$ cat config.mk
export PLATFORM = sky130hd
export DESIGN_NAME = typec_redriver_lane_control
export DESIGN_NICKNAME = d
export VERILOG_FILES = /design/src/redriver_pkg.sv /design/src/typec_redriver_lane_control.sv
export SDC_FILE = /design/constraint.sdc
export NUM_CORES = 1
export LEC_CHECK = 0
export BUFFER_PORTS_ARGS = -buffer_cell sky130_fd_sc_hd__buf_2
export CORE_MARGIN = 2
export CORE_UTILIZATION = 30
export CTS_CLUSTER_DIAMETER = 100
export CTS_CLUSTER_SIZE = 40
export DETAILED_ROUTE_END_ITERATION = 6
export GPL_ROUTABILITY_DRIVEN = 0
export HOLD_SLACK_MARGIN = 0.12
export PLACE_DENSITY = 0.46
export SLEW_MARGIN = 25
export SYNTH_ARGS = -nofsm -noshare
export SYNTH_HDL_FRONTEND = slang
export SYNTH_SLANG_ARGS = --single-unit
$ cat constraint.sdc
create_clock -name clock_i -period 2.9 [get_ports clock_i]
set_input_delay 0.435 -clock clock_i [delete_from_list [all_inputs] [get_ports clock_i]]
set_output_delay 0.435 -clock clock_i [all_outputs]
set_load 0.05 [all_outputs]
$ cat src/redriver_pkg.sv
// constants, register map and state type for the redriver lane control
package redriver_pkg;

   localparam int CLK_PERIOD_NS = 4;

   localparam int IDLE_ENTRY_NS  = 10;
   localparam int IDLE_ENTRY_CYC = (IDLE_ENTRY_NS + CLK_PERIOD_NS - 1) / CLK_PERIOD_NS;
   localparam int U1_EXIT_NS     = 6;
   localparam int U1_EXIT_CYC    = (U1_EXIT_NS + CLK_PERIOD_NS - 1) / CLK_PERIOD_NS;
   localparam int U23_EXIT_US    = 10;
   localparam int U23_EXIT_CYC   = (U23_EXIT_US * 1000 + CLK_PERIOD_NS - 1) / CLK_PERIOD_NS;
   localparam int RXDET_INTVL_MS = 12;
   localparam int RXDET_CYC_DEF  = RXDET_INTVL_MS * 1000000 / CLK_PERIOD_NS;
   localparam int SHTDN_EXIT_MS  = 1;
   localparam int SHTDN_CYC_DEF  = SHTDN_EXIT_MS * 1000000 / CLK_PERIOD_NS;
   localparam int PWRUP_ACT_MS   = 1;
   localparam int PWRUP_CYC_DEF  = PWRUP_ACT_MS * 1000000 / CLK_PERIOD_NS;
   localparam int HOLD_CYC_DEF   = 16;
   localparam int U1_U2_CYC_DEF  = 1024;

   localparam int TIMER_W = 24;
   localparam int EXIT_W  = 12;

   localparam logic [7:0] REG_LINK_SNOOP = 8'h12;
   localparam logic [7:0] REG_SNOOP_CTRL = 8'h13;
   localparam int LANE_LSB      = 0;
   localparam int PWR_LSB       = 5;
   localparam int SNOOP_DIS_BIT = 0;
   localparam int SNOOP_ACT_BIT = 1;
   localparam int LINK_ST_LSB   = 2;
   localparam logic [4:0] LANE_RST      = 5'h00;
   localparam logic [2:0] PWR_RST       = 3'h0;
   localparam logic       SNOOP_DIS_RST = 1'b0;

   localparam logic [19:0] AUX_LANE_ADDR = 20'h00101;
   localparam logic [19:0] AUX_PWR_ADDR  = 20'h00600;
   localparam logic [2:0]  PWR_D3        = 3'h2;

   localparam int NUM_STRAPS = 7;
   localparam int ST_IFSEL   = 0;
   localparam int ST_UA0     = 1;
   localparam int ST_UA1     = 2;
   localparam int ST_UB0     = 3;
   localparam int ST_UB1     = 4;
   localparam int ST_V0      = 5;
   localparam int ST_V1      = 6;
   localparam logic [1:0] STRAP_PIN_MODE = 2'h0;
   localparam int SYNC_W = 7 + 3 * NUM_STRAPS;

   typedef enum logic [2:0] {st_shut, st_disc, st_u0, st_u1, st_u23} link_state_t;

endpackage

$ cat src/typec_redriver_lane_control.sv
// link power tracking, equalizer gating, aux snoop lane control and strap capture
`timescale 1ns/1ps
`default_nettype none

// Functional notes
// - leaving U0, output goes electrically idle after about 10 ns
// - idle break in U1 starts LFPS forwarding after about 6 ns
// - idle break in U2/U3 starts LFPS forwarding after about 10 us
// - while disconnected, receiver detection repeats at most every 12 ms
// - control pin zero raised: leave shutdown, reach U2/U3 after 1 ms
// - device becomes active within 1 ms of supply good
// - track U0, U1, U2, U3 from line conditions only
// - equalization is off while LFPS is present
// - without LFPS, equalize with strap or register gain
// - after power-up, run receiver detection periodically
// - receiver found: enable own termination, ready to redrive
// - in DP mode watch AUX writes to lane count and power state
// - active DP lanes follow the snooped lane count
// - snooped power state D3 turns all DP lanes off
// - snoop on after reset; snoop disable hands lanes to configuration
// - snoop only in register mode; pin mode enables four lanes on hot plug
// - snooped fields live at 0x12, snoop disable at 0x13
// - each strap resolves four levels: low, pull-down, float, high
// - straps latched when internal reset ends; pulls released after hold
// - two straps per path give sixteen gains; registers may override
// - interface strap level zero means pin mode, otherwise register mode
// - power-up in USB-only mode; pin zero low-high-low leaves it
module typec_redriver_lane_control
   import redriver_pkg::*;
#(
   parameter int unsigned RXDET_CYC = RXDET_CYC_DEF,
   parameter int unsigned SHTDN_CYC = SHTDN_CYC_DEF,
   parameter int unsigned PWRUP_CYC = PWRUP_CYC_DEF,
   parameter int unsigned HOLD_CYC  = HOLD_CYC_DEF,
   parameter int unsigned U1_U2_CYC = U1_U2_CYC_DEF
)(
   input  wire logic                    clock_i,
   input  wire logic                    rst_b_i,
   input  wire logic                    supply_ok_i,
   input  wire logic                    control_pin_zero_i,
   input  wire logic                    far_term_i,
   input  wire logic                    elec_idle_i,
   input  wire logic                    lfps_i,
   input  wire logic                    ss_rate_i,
   input  wire logic                    hot_plug_input_i,
   input  wire logic [3*NUM_STRAPS-1:0] strap_level_i,
   input  wire logic                    dp_mode_i,
   input  wire logic [3:0]              cfg_lane_en_i,
   input  wire logic [3:0]              gain_reg_a_i,
   input  wire logic [3:0]              gain_reg_b_i,
   input  wire logic [3:0]              gain_reg_video_i,
   input  wire logic                    aux_wr_i,
   input  wire logic [19:0]             aux_addr_i,
   input  wire logic [7:0]              aux_data_i,
   input  wire logic                    reg_wr_i,
   input  wire logic [7:0]              reg_addr_i,
   input  wire logic [7:0]              reg_wdata_i,
   output var  logic                    device_active_o,
   output var  logic                    strap_pull_en_o,
   output var  logic                    reg_mode_o,
   output var  logic                    usb_only_o,
   output var  link_state_t             link_state_o,
   output var  logic                    tx_idle_o,
   output var  logic                    lfps_fwd_o,
   output var  logic                    rx_detect_o,
   output var  logic                    rx_term_en_o,
   output var  logic                    eq_enable_o,
   output var  logic [3:0]              usb_path_a_gain_o,
   output var  logic [3:0]              usb_path_b_gain_o,
   output var  logic [3:0]              video_gain_o,
   output var  logic [3:0]              dp_lane_en_o,
   output var  logic [7:0]              reg_rdata_o
);

   localparam int A_U23 = U23_EXIT_CYC;

   logic [SYNC_W-1:0]       pin_meta;
   logic [SYNC_W-1:0]       pin_sync;
   logic [2*NUM_STRAPS-1:0] strap_dec;
   logic [2*NUM_STRAPS-1:0] strap_code;
   logic [TIMER_W-1:0]      pwr_cnt;
   logic [TIMER_W-1:0]      hold_cnt;
   logic [TIMER_W-1:0]      link_cnt;
   logic [EXIT_W-1:0]       exit_cnt;
   logic [1:0]              ctl_seq;
   logic                    snoop_dis;
   logic [4:0]              lane_cnt;
   logic [2:0]              pwr_state;
   logic [7:0]              next_rdata;

   ////////////////////////////////////////////////////////////////////////
   // pin synchronisers: every pin is asynchronous to clock_i

   always_ff @(posedge clock_i or negedge rst_b_i) begin
      if (!rst_b_i) begin
         pin_meta <= '0;
         pin_sync <= '0;
      end else begin
         pin_meta <= {strap_level_i, hot_plug_input_i, ss_rate_i, lfps_i,
                      elec_idle_i, far_term_i, control_pin_zero_i, supply_ok_i};
         pin_sync <= pin_meta;
      end
   end

   wire supply_s = pin_sync[0];
   wire control_pin_zero_s   = pin_sync[1];
   wire far_s    = pin_sync[2];
   wire idle_s   = pin_sync[3];
   wire lfps_s   = pin_sync[4];
   wire ss_s     = pin_sync[5];
   wire hpd_s    = pin_sync[6];

   ////////////////////////////////////////////////////////////////////////
   // four-level strap decode; comparators give a thermometer code

   genvar g;
   for (g = 0; g < NUM_STRAPS; g++) begin : g_strap
      wire [2:0] th = pin_sync[7+3*g +: 3];
      assign strap_dec[2*g+1] = th[1];
      assign strap_dec[2*g]   = th[0] ^ th[1] ^ th[2];
   end

   ////////////////////////////////////////////////////////////////////////
   // internal reset and strap capture

   wire pwr_done = supply_s && !device_active_o
                   && (pwr_cnt == TIMER_W'(PWRUP_CYC - 1));

   always_ff @(posedge clock_i or negedge rst_b_i) begin
      if (!rst_b_i) begin
         pwr_cnt         <= '0;
         device_active_o <= 1'b0;
      end else if (!supply_s) begin
         pwr_cnt         <= '0;
         device_active_o <= 1'b0;
      end else if (pwr_done) begin
         device_active_o <= 1'b1;
      end else if (!device_active_o) begin
         pwr_cnt <= pwr_cnt + 1'b1;
      end
   end

   // straps are caught on the internal reset release edge, never later
   always_ff @(posedge clock_i or negedge rst_b_i) begin
      if (!rst_b_i) begin
         strap_code <= '0;
         reg_mode_o <= 1'b0;
      end else if (pwr_done) begin
         strap_code <= strap_dec;
         reg_mode_o <= (strap_dec[2*ST_IFSEL +: 2] != STRAP_PIN_MODE);
      end
   end

   // pulls stay on until the hold time has passed, to save power after
   always_ff @(posedge clock_i or negedge rst_b_i) begin
      if (!rst_b_i) begin
         hold_cnt        <= '0;
         strap_pull_en_o <= 1'b1;
      end else if (!supply_s) begin
         hold_cnt        <= '0;
         strap_pull_en_o <= 1'b1;
      end else if (device_active_o && strap_pull_en_o) begin
         if (hold_cnt == TIMER_W'(HOLD_CYC - 1)) begin
            strap_pull_en_o <= 1'b0;
         end else begin
            hold_cnt <= hold_cnt + 1'b1;
         end
      end
   end

   ////////////////////////////////////////////////////////////////////////
   // usb-only default and its exit pulse on control pin zero

   always_ff @(posedge clock_i or negedge rst_b_i) begin
      if (!rst_b_i) begin
         usb_only_o <= 1'b0;
         ctl_seq    <= 2'h0;
      end else if (pwr_done) begin
         usb_only_o <= 1'b1;
         ctl_seq    <= 2'h0;
      end else if (!device_active_o) begin
         usb_only_o <= 1'b0;
         ctl_seq    <= 2'h0;
      end else if (usb_only_o) begin
         if (ctl_seq == 2'h0 && !control_pin_zero_s) begin
            ctl_seq <= 2'h1;
         end else if (ctl_seq == 2'h1 && control_pin_zero_s) begin
            ctl_seq <= 2'h2;
         end else if (ctl_seq == 2'h2 && !control_pin_zero_s) begin
            usb_only_o <= 1'b0;
            ctl_seq    <= 2'h0;
         end
      end
   end

   ////////////////////////////////////////////////////////////////////////
   // link power state from line conditions; no traffic is decoded

   wire link_up = device_active_o && (usb_only_o || control_pin_zero_s);
   wire [EXIT_W-1:0] exit_tgt = (link_state_o == st_u1) ? EXIT_W'(U1_EXIT_CYC - 1)
                                                        : EXIT_W'(U23_EXIT_CYC - 1);

   always_ff @(posedge clock_i or negedge rst_b_i) begin
      if (!rst_b_i) begin
         link_state_o <= st_shut;
         link_cnt     <= '0;
         exit_cnt     <= '0;
         tx_idle_o    <= 1'b1;
         lfps_fwd_o   <= 1'b0;
         rx_detect_o  <= 1'b0;
         rx_term_en_o <= 1'b0;
      end else begin
         rx_detect_o <= 1'b0;
         if (!link_up) begin
            link_state_o <= st_shut;
            link_cnt     <= '0;
            exit_cnt     <= '0;
            tx_idle_o    <= 1'b1;
            lfps_fwd_o   <= 1'b0;
            rx_term_en_o <= 1'b0;
         end else if (link_state_o != st_shut && link_state_o != st_disc && !far_s) begin
            link_state_o <= st_disc;
            link_cnt     <= '0;
            exit_cnt     <= '0;
            tx_idle_o    <= 1'b1;
            lfps_fwd_o   <= 1'b0;
            rx_term_en_o <= 1'b0;
         end else begin
            case (link_state_o)
               st_shut: begin
                  if (link_cnt == TIMER_W'(SHTDN_CYC - 1)) begin
                     link_state_o <= st_u23;
                     rx_term_en_o <= far_s;
                     link_cnt     <= '0;
                  end else begin
                     link_cnt <= link_cnt + 1'b1;
                  end
               end
               st_disc: begin
                  if (far_s) begin
                     link_state_o <= st_u23;
                     rx_term_en_o <= 1'b1;
                     link_cnt     <= '0;
                  end else begin
                     rx_detect_o <= (link_cnt == '0);
                     if (link_cnt == TIMER_W'(RXDET_CYC - 1)) begin
                        link_cnt <= '0;
                     end else begin
                        link_cnt <= link_cnt + 1'b1;
                     end
                  end
               end
               st_u0: begin
                  if (!idle_s) begin
                     link_cnt <= '0;
                  end else if (link_cnt == TIMER_W'(IDLE_ENTRY_CYC - 1)) begin
                     tx_idle_o    <= 1'b1;
                     link_state_o <= st_u1;
                     link_cnt     <= '0;
                  end else begin
                     link_cnt <= link_cnt + 1'b1;
                  end
               end
               st_u1, st_u23: begin
                  if (ss_s && !idle_s) begin
                     link_state_o <= st_u0;
                     tx_idle_o    <= 1'b0;
                     lfps_fwd_o   <= 1'b0;
                     link_cnt     <= '0;
                     exit_cnt     <= '0;
                  end else if (idle_s) begin
                     tx_idle_o  <= 1'b1;
                     lfps_fwd_o <= 1'b0;
                     exit_cnt   <= '0;
                     // a long idle in U1 is taken as the deeper U2/U3
                     if (link_state_o == st_u1) begin
                        if (link_cnt == TIMER_W'(U1_U2_CYC - 1)) begin
                           link_state_o <= st_u23;
                           link_cnt     <= '0;
                        end else begin
                           link_cnt <= link_cnt + 1'b1;
                        end
                     end
                  end else begin
                     link_cnt <= '0;
                     if (!lfps_fwd_o) begin
                        if (exit_cnt == exit_tgt) begin
                           lfps_fwd_o <= 1'b1;
                           tx_idle_o  <= 1'b0;
                        end else begin
                           exit_cnt <= exit_cnt + 1'b1;
                        end
                     end
                  end
               end
               default: begin
                  link_state_o <= st_shut;
               end
            endcase
         end
      end
   end

   ////////////////////////////////////////////////////////////////////////
   // receiver equalization and gain selection

   always_ff @(posedge clock_i or negedge rst_b_i) begin
      if (!rst_b_i) begin
         eq_enable_o       <= 1'b0;
         usb_path_a_gain_o <= 4'h0;
         usb_path_b_gain_o <= 4'h0;
         video_gain_o      <= 4'h0;
      end else begin
         eq_enable_o <= !lfps_s;
         if (reg_mode_o) begin
            usb_path_a_gain_o <= gain_reg_a_i;
            usb_path_b_gain_o <= gain_reg_b_i;
            video_gain_o      <= gain_reg_video_i;
         end else begin
            usb_path_a_gain_o <= {strap_code[2*ST_UA1 +: 2], strap_code[2*ST_UA0 +: 2]};
            usb_path_b_gain_o <= {strap_code[2*ST_UB1 +: 2], strap_code[2*ST_UB0 +: 2]};
            video_gain_o      <= {strap_code[2*ST_V1 +: 2], strap_code[2*ST_V0 +: 2]};
         end
      end
   end

   ////////////////////////////////////////////////////////////////////////
   // aux snoop; works only without register mode's disable and in DP mode

   wire snoop_on = reg_mode_o && dp_mode_i && !snoop_dis;

   always_ff @(posedge clock_i or negedge rst_b_i) begin
      if (!rst_b_i) begin
         lane_cnt  <= LANE_RST;
         pwr_state <= PWR_RST;
      end else if (aux_wr_i && snoop_on) begin
         if (aux_addr_i == AUX_LANE_ADDR) begin
            lane_cnt <= aux_data_i[4:0];
         end
         if (aux_addr_i == AUX_PWR_ADDR) begin
            pwr_state <= aux_data_i[2:0];
         end
      end
   end

   for (g = 0; g < 4; g++) begin : g_lane
      always_ff @(posedge clock_i or negedge rst_b_i) begin
         if (!rst_b_i) begin
            dp_lane_en_o[g] <= 1'b0;
         end else if (!dp_mode_i) begin
            dp_lane_en_o[g] <= 1'b0;
         end else if (!reg_mode_o) begin
            dp_lane_en_o[g] <= hpd_s;
         end else if (snoop_dis) begin
            dp_lane_en_o[g] <= cfg_lane_en_i[g];
         end else if (pwr_state == PWR_D3) begin
            dp_lane_en_o[g] <= 1'b0;
         end else begin
            dp_lane_en_o[g] <= (lane_cnt > 5'(g));
         end
      end
   end

   ////////////////////////////////////////////////////////////////////////
   // register port

   always_ff @(posedge clock_i or negedge rst_b_i) begin
      if (!rst_b_i) begin
         snoop_dis <= SNOOP_DIS_RST;
      end else if (reg_wr_i && reg_addr_i == REG_SNOOP_CTRL) begin
         snoop_dis <= reg_wdata_i[SNOOP_DIS_BIT];
      end
   end

   always_comb begin
      next_rdata = 8'h00;
      if (reg_addr_i == REG_LINK_SNOOP) begin
         next_rdata[LANE_LSB +: 5] = lane_cnt;
         next_rdata[PWR_LSB +: 3]  = pwr_state;
      end else if (reg_addr_i == REG_SNOOP_CTRL) begin
         next_rdata[SNOOP_DIS_BIT]   = snoop_dis;
         next_rdata[SNOOP_ACT_BIT]   = snoop_on;
         next_rdata[LINK_ST_LSB +: 3] = link_state_o;
      end
   end

   always_ff @(posedge clock_i or negedge rst_b_i) begin
      if (!rst_b_i) begin
         reg_rdata_o <= 8'h00;
      end else begin
         reg_rdata_o <= next_rdata;
      end
   end

   ////////////////////////////////////////////////////////////////////////
   // checks

   logic [EXIT_W-1:0]  brk_len;
   logic [TIMER_W-1:0] since_det;

   always_ff @(posedge clock_i or negedge rst_b_i) begin
      if (!rst_b_i) begin
         brk_len   <= '0;
         since_det <= '0;
      end else begin
         brk_len   <= (link_state_o == st_u23 && !idle_s && !lfps_fwd_o) ? brk_len + 1'b1 : '0;
         since_det <= (rx_detect_o || link_state_o != st_disc) ? '0 : since_det + 1'b1;
      end
   end
endmodule

`default_nettype wire

* After elaboration in Yosys (flattened, before gate mapping)
Index checks and enable logic that the tools add are counted.
** Word-level totals
- Flip-flop bits (word level) :: 201
- RAM bits :: 0
- Output and inout port bits :: 36
- Word-level logic and storage cells :: 233
- Latch bits :: 0
- Bits in read-only memories :: 0
- Memories :: 0
- Input bits :: 93
** Cells by class
- Magnitude comparators :: 4
- Equal/unequal tests :: 43
- Bitwise operators :: 14
- Shifts and indexed selects :: 0
- Div/mod/pow operators :: 0
- $mul :: 0
- Add/sub/neg operators :: 4
- Reductions and logical operators :: 38
- Mux-type cells :: 101
** Operator list (count)
- 24-bit two-way mux :: 17
- 12-bit two-way mux :: 8
- 24-bit case mux with 4 select lines :: 1
- 24-bit by 1-bit adder with 24-bit output (second input constant) :: 3
- 1-bit two-way mux :: 50
- 24-bit by 18-bit equality test with 1-bit output (second input constant) :: 2
- 3-bit two-way mux :: 11
- 24-bit by 10-bit equality test with 1-bit output (second input constant) :: 1
- 24-bit by 2-bit equality test with 1-bit output (second input constant) :: 1
- 24-bit by 22-bit equality test with 1-bit output (second input constant) :: 1
- 24-bit by 4-bit equality test with 1-bit output (second input constant) :: 1
- 24-bit zero test :: 1
- 20-bit by 11-bit equality test with 1-bit output (second input constant) :: 1
- 20-bit by 9-bit equality test with 1-bit output (second input constant) :: 1
- 5-bit inequality test (second input constant) :: 4
- 6-bit inequality test (second input constant) :: 3
- 8-bit by 5-bit equality test with 1-bit output (second input constant) :: 2
- 4-bit inequality test (second input constant) :: 4
- 1-bit logical AND :: 14
- 2-bit AND reduction :: 7
- 1-bit XOR :: 14
- 12-bit by 1-bit adder with 12-bit output (second input constant) :: 1
- 12-bit equality test :: 1
- 2-bit two-way mux :: 6
- other kinds (28) :: 49

* Longest topological paths before layout
- Word-level depth :: 10
- Gate-level depth with buffers :: 9
- Gate-level depth less buffers :: 7

* Least setup slack after synthesis
No wires, ideal clock.
- Kind :: reg-to-reg
- From :: register reg_mode_o
- To :: register lane_cnt[0]
- Stages on the path, launching flop included :: 9
- Setup time :: 0.125 ns
- Required time :: 2.775 ns
- Buffers on the path :: 2
- Data arrival time :: 2.177 ns
- Clock period less this slack :: 2.302 ns
- Path slack :: 0.598 ns
- Cell sequence :: dfrtp_1 clkbuf_1 nand3b_1 nor4_1 nand3_1 nor4_1 and2_1 clkbuf_1 mux2_2
** On the way
- Cells in the longest elaborated chain, start to end :: 4
** Ends and longest elaborated chain
- from (decl) :: line typec_redriver_lane_control.sv:60 : output var logic reg_mode_o,
- from (signal assigned) :: line typec_redriver_lane_control.sv:150 : reg_mode_o <= (strap_dec[2*ST_IFSEL +: 2] != STRAP_PIN_MODE);
- 1-bit logical AND (2 in a row) :: line typec_redriver_lane_control.sv:330 : wire snoop_on = reg_mode_o && dp_mode_i && !snoop_dis;
- 1-bit logical AND :: line typec_redriver_lane_control.sv:336 : end else if (aux_wr_i && snoop_on) begin
- 2-bit AND reduction (no source line)
- to (signal assigned) :: line typec_redriver_lane_control.sv:338 : lane_cnt <= aux_data_i[4:0];
- to (decl) :: line typec_redriver_lane_control.sv:87 : logic [4:0] lane_cnt;
Every way passes these cells.
A chain may end at the register's enable or synchronous reset.

* Final worst setup path
- From :: register link_cnt[20]
- To :: register link_cnt[18]
** On the way
- Cells in the longest elaborated chain, start to end :: 8
- Elaborated cells on any way between the ends :: 16
- Those cells by class :: 4 x eq/ne; 12 x mux
** Ends and longest elaborated chain
- from (decl) :: line typec_redriver_lane_control.sv:83 : logic [TIMER_W-1:0] link_cnt;
- from (signal assigned) :: line typec_redriver_lane_control.sv:236 : link_cnt <= link_cnt + 1'b1;
- from (signal assigned) :: line typec_redriver_lane_control.sv:249 : link_cnt <= link_cnt + 1'b1;
- from (signal assigned) :: line typec_redriver_lane_control.sv:261 : link_cnt <= link_cnt + 1'b1;
- 24-bit by 10-bit equality test with 1-bit output :: line typec_redriver_lane_control.sv:277 : if (link_cnt == TIMER_W'(U1_U2_CYC - 1)) begin
- 24-bit two-way mux :: line typec_redriver_lane_control.sv:277
- 24-bit two-way mux :: line typec_redriver_lane_control.sv:276 : if (link_state_o == st_u1) begin
- 24-bit two-way mux :: line typec_redriver_lane_control.sv:271 : end else if (idle_s) begin
- 24-bit two-way mux :: line typec_redriver_lane_control.sv:265 : if (ss_s && !idle_s) begin
- 24-bit case mux with 4 select lines * :: line typec_redriver_lane_control.sv:229 : case (link_state_o)
- 24-bit two-way mux * :: line typec_redriver_lane_control.sv:221 : end else if (link_state_o != st_shut && link_state_o != st_disc && !far_s) begin
- 24-bit two-way mux * :: line typec_redriver_lane_control.sv:214 : if (!link_up) begin
Every way passes the cells marked *; elsewhere a longest branch is shown, timed or not. The select of a mux whose other input is x is not followed.

==> impl_metrics.csv <==
group,metric,value,unit
synth,yosys.area.top_type,"dfrtp_1",
placed_design,dp_hpwl,13900,µm
critical_path,crit_chain,"nor4_2 > and4_1 > a41o_1 > nand4b_1 > buf_4 > a21oi_2 > nor2_1",
grt,grt_pass1_wl,33300,µm
clock_network,clk_latency,0.44,ns
finish,diodes,0,
clock_network,cts.sinks,199,
critical_path,start_kind,"register",
clock_network,cts_resized,0,
drt,firstDrtPassIters,4,
synth,synth_top_area_share,55.1,%
clock_network,post-cts-setup-buffer-count,0,
synth,ys_seq_area_share,55.6,%
min_path,whs_endpoint,"video_gain_o[0]",
sta,holdWs,0.223,ns
synth,ys_types,69,
synth,synthCells,806,
critical_path,critPathCaptureType,"register",
sta,finalSetupViolations,0,
floorplanning,core,29500,µm²
synth,synth_nets,905,
finish,num-nets-final,1061,
synth,synth_area,8950,µm²
finish,mostFrequentLayoutCells,"dfrtp_1 (197), buf_2 (117), nand2_1 (60)",
grt,grt_max_degree,63,
grt,grt.busiest_layer,"met2",
synth,synthTopCellsByArea,"dfrtp_1 (55%), mux2_2 (4.1%), xor2_1 (3.3%)",
min_path,whs_path_depth,2,
finish,final_common_cell,"dfrtp_1",
placed_design,port_buffers,118,
floorplanning,die-height,177,µm
sta,slew_violations,0,
sta,finalHoldViolCount,0,
sta,slew_headroom,57.5,%
drt,wl_per_cell,14.6,µm
finish,multi_input_area,3760,µm²
critical_path,worstReg2RegEnd,"link_cnt[18]",
finish,post-route-util,37.1,%
critical_path,worst-path-max-fanout,13,
floorplanning,dieArea,31200,µm²
drt,detail_route.wirelength,19900,µm
synth,avgSynthCellArea,11.1,µm²
drt,drt_iter0_drc,427,
floorplanning,io-pin-count,129,
finish,syn_to_final_growth,22.0,%
critical_path,ff2ff_setup_slack,0.44,ns
floorplanning,start_util,30.4,%
clock_network,cts-root-buf,"clkbuf_16",
grt,grt_pass1_vias,6332,
grt,antenna_found_initial,0,
synth,ys_seq_elements,199,
sta,post-route-min-period,2.46,ns
finish,drive_gt1_share,22.6,%
critical_path,rr_startpoint,"link_cnt[20]",
critical_path,worstPathRequired,3.20,ns
drt,via_per_inst,4.69,
power_and_ir_drop,irDropWorstVdd,0.400,mV
sta,rsz0062_at_grt,"false",
critical_path,path_class,"register to register",
sta,fin_skew,0.0104,ns
critical_path,path_buf_inv,1,
drt,vias,6392,
grt,grt_overflow,0,
min_path,min_path_type,"input port to register",
synth,ys.flop_type,"dfrtp_1",
floorplanning,fp.dieW,177,µm
grt,gr-usage-met2,21.5,%
grt,globalRouteMet3Util,2.62,%
job,max_cap_violations,0,
grt,grt_use_total,13.4,%
critical_path,path_delay_family,"simple AND/OR/NAND/NOR gates",
critical_path,cp.arrival,2.76,ns
power_and_ir_drop,powerDensity,492,nW/µm²
critical_path,critPathSlowestCell,"dfrtp_1",
floorplanning,rows,63,
status,outcome,"completed",
min_path,min_from,"gain_reg_video_i[0]",
clock_network,cts_max_path_buffers,2,
sta,fmax,407,MHz
sta,worst_pin_slew,0.630,ns
finish,ff_latch_area,4980,µm²
sta,finalCritPeriodShare,84.8,%
power_and_ir_drop,leakagePower,0.00494,µW
clock_network,h-tree-depth,4,
sta,setup_tns,0,ns
drt,drc,0,
finish,fillCellCount,2979,
synth,synth-warning-count,0,
clock_network,path_clk_slew,0.08,ns
clock_network,tritoncts,"done",
synth,ys_async_sr_fraction,100,%
critical_path,timing.critical_path.slowest_cell_delay,0.44,ns
grt,globalRouteMet1Util,18.3,%
drt,drtAntennaViolNets,0,
clock_network,holdBufCountCts,29,
synth,synth_edf_count,0,
clock_network,cts_buffers,17,
critical_path,r2r_cells,7,
==> registers in the layout, indices dropped and copies added, names as in the netlist, 5 cells and up <==
register	count
lane_cnt	5
link_cnt	24
pin_meta	28
pin_sync	28
strap_code	12
pwr_cnt	24
hold_cnt	24
exit_cnt	12
reg_rdata_o	8
==> logic make-up after synthesis <==
group / count (synthesis) / share of synthesized area (%)
xor gates and xnor gates: 67 / 6.55
and+or+nand+nor: 331 / 20.7
adders and majority gates: 6 / 0.838
buffers and inverters: 50 / 2.38
AOI/OAI and AO/OA: 106 / 8.15
DFF: 199 / 55.6
muxes: 47 / 5.78
==> area by class of cell <==
type / count / share of cell area [%]
Sequential cell: 199 / 45.6
Inverter: 22 / 0.756
Multi-Input combinational cell: 557 / 34.4
Timing Repair Buffer: 165 / 9.61
Tap cell: 390 / 4.47
Clock inverter: 13 / 1.24
Clock buffer: 18 / 3.93
==> cells in the mapped netlist, drive strengths merged, types with 12 or more instances <==
cell type	number
o21ai	28
xor2	34
mux2	35
and2	41
nor2	53
clkbuf	17
nor4	21
nand2	60
and3	18
nand3	35
nor3	13
dfrtp	197
nand4	28
inv	22
xnor2	33
mux2i	12
==> through the flow <==
stage,total power (µW),setup WS [ns],cell area [µm²],std cells
2_1_floorplan,2960,0.598,8950,806
3_3_place_gp,3110,0.444,10100,1304
3_5_place_dp,3110,0.428,10100,1304
4_1_cts,5490,0.402,10900,1364
5_1_grt,5620,0.199,10900,1364
6_report,5370,0.441,10900,1364
==> how the worst max path moves through the flow <==
stage          slack, ns       startpoint  depth (start not counted)           end
2_1_floorplan       0.60       reg_mode_o                          8   lane_cnt[0]
3_3_place_gp        0.44     link_cnt[20]                          7  link_cnt[16]
3_5_place_dp        0.43  link_state_o[1]                          5  link_cnt[10]
4_1_cts             0.40      link_cnt[0]                          8  link_cnt[18]
5_1_grt             0.20  link_state_o[1]                          5  link_cnt[10]
6_report            0.44     link_cnt[20]                          7  link_cnt[18]
==> power by group <==
group	internal, µW	switching (µW)	leakage [µW]
Clock	1140	1160	0.000266
Sequential	2820	24.1	0.00264
Combinational	108	121	0.00204
Total	4070	1300	0.00494
==> routing by layer <==
layer	vias to the layer above	share of wire (%)
met3	12	2.4
met4	0	1.0
li1	3177	-
met2	70	48
met1	3133	49
met5	-	0
(Power assumes the default switching activity.)
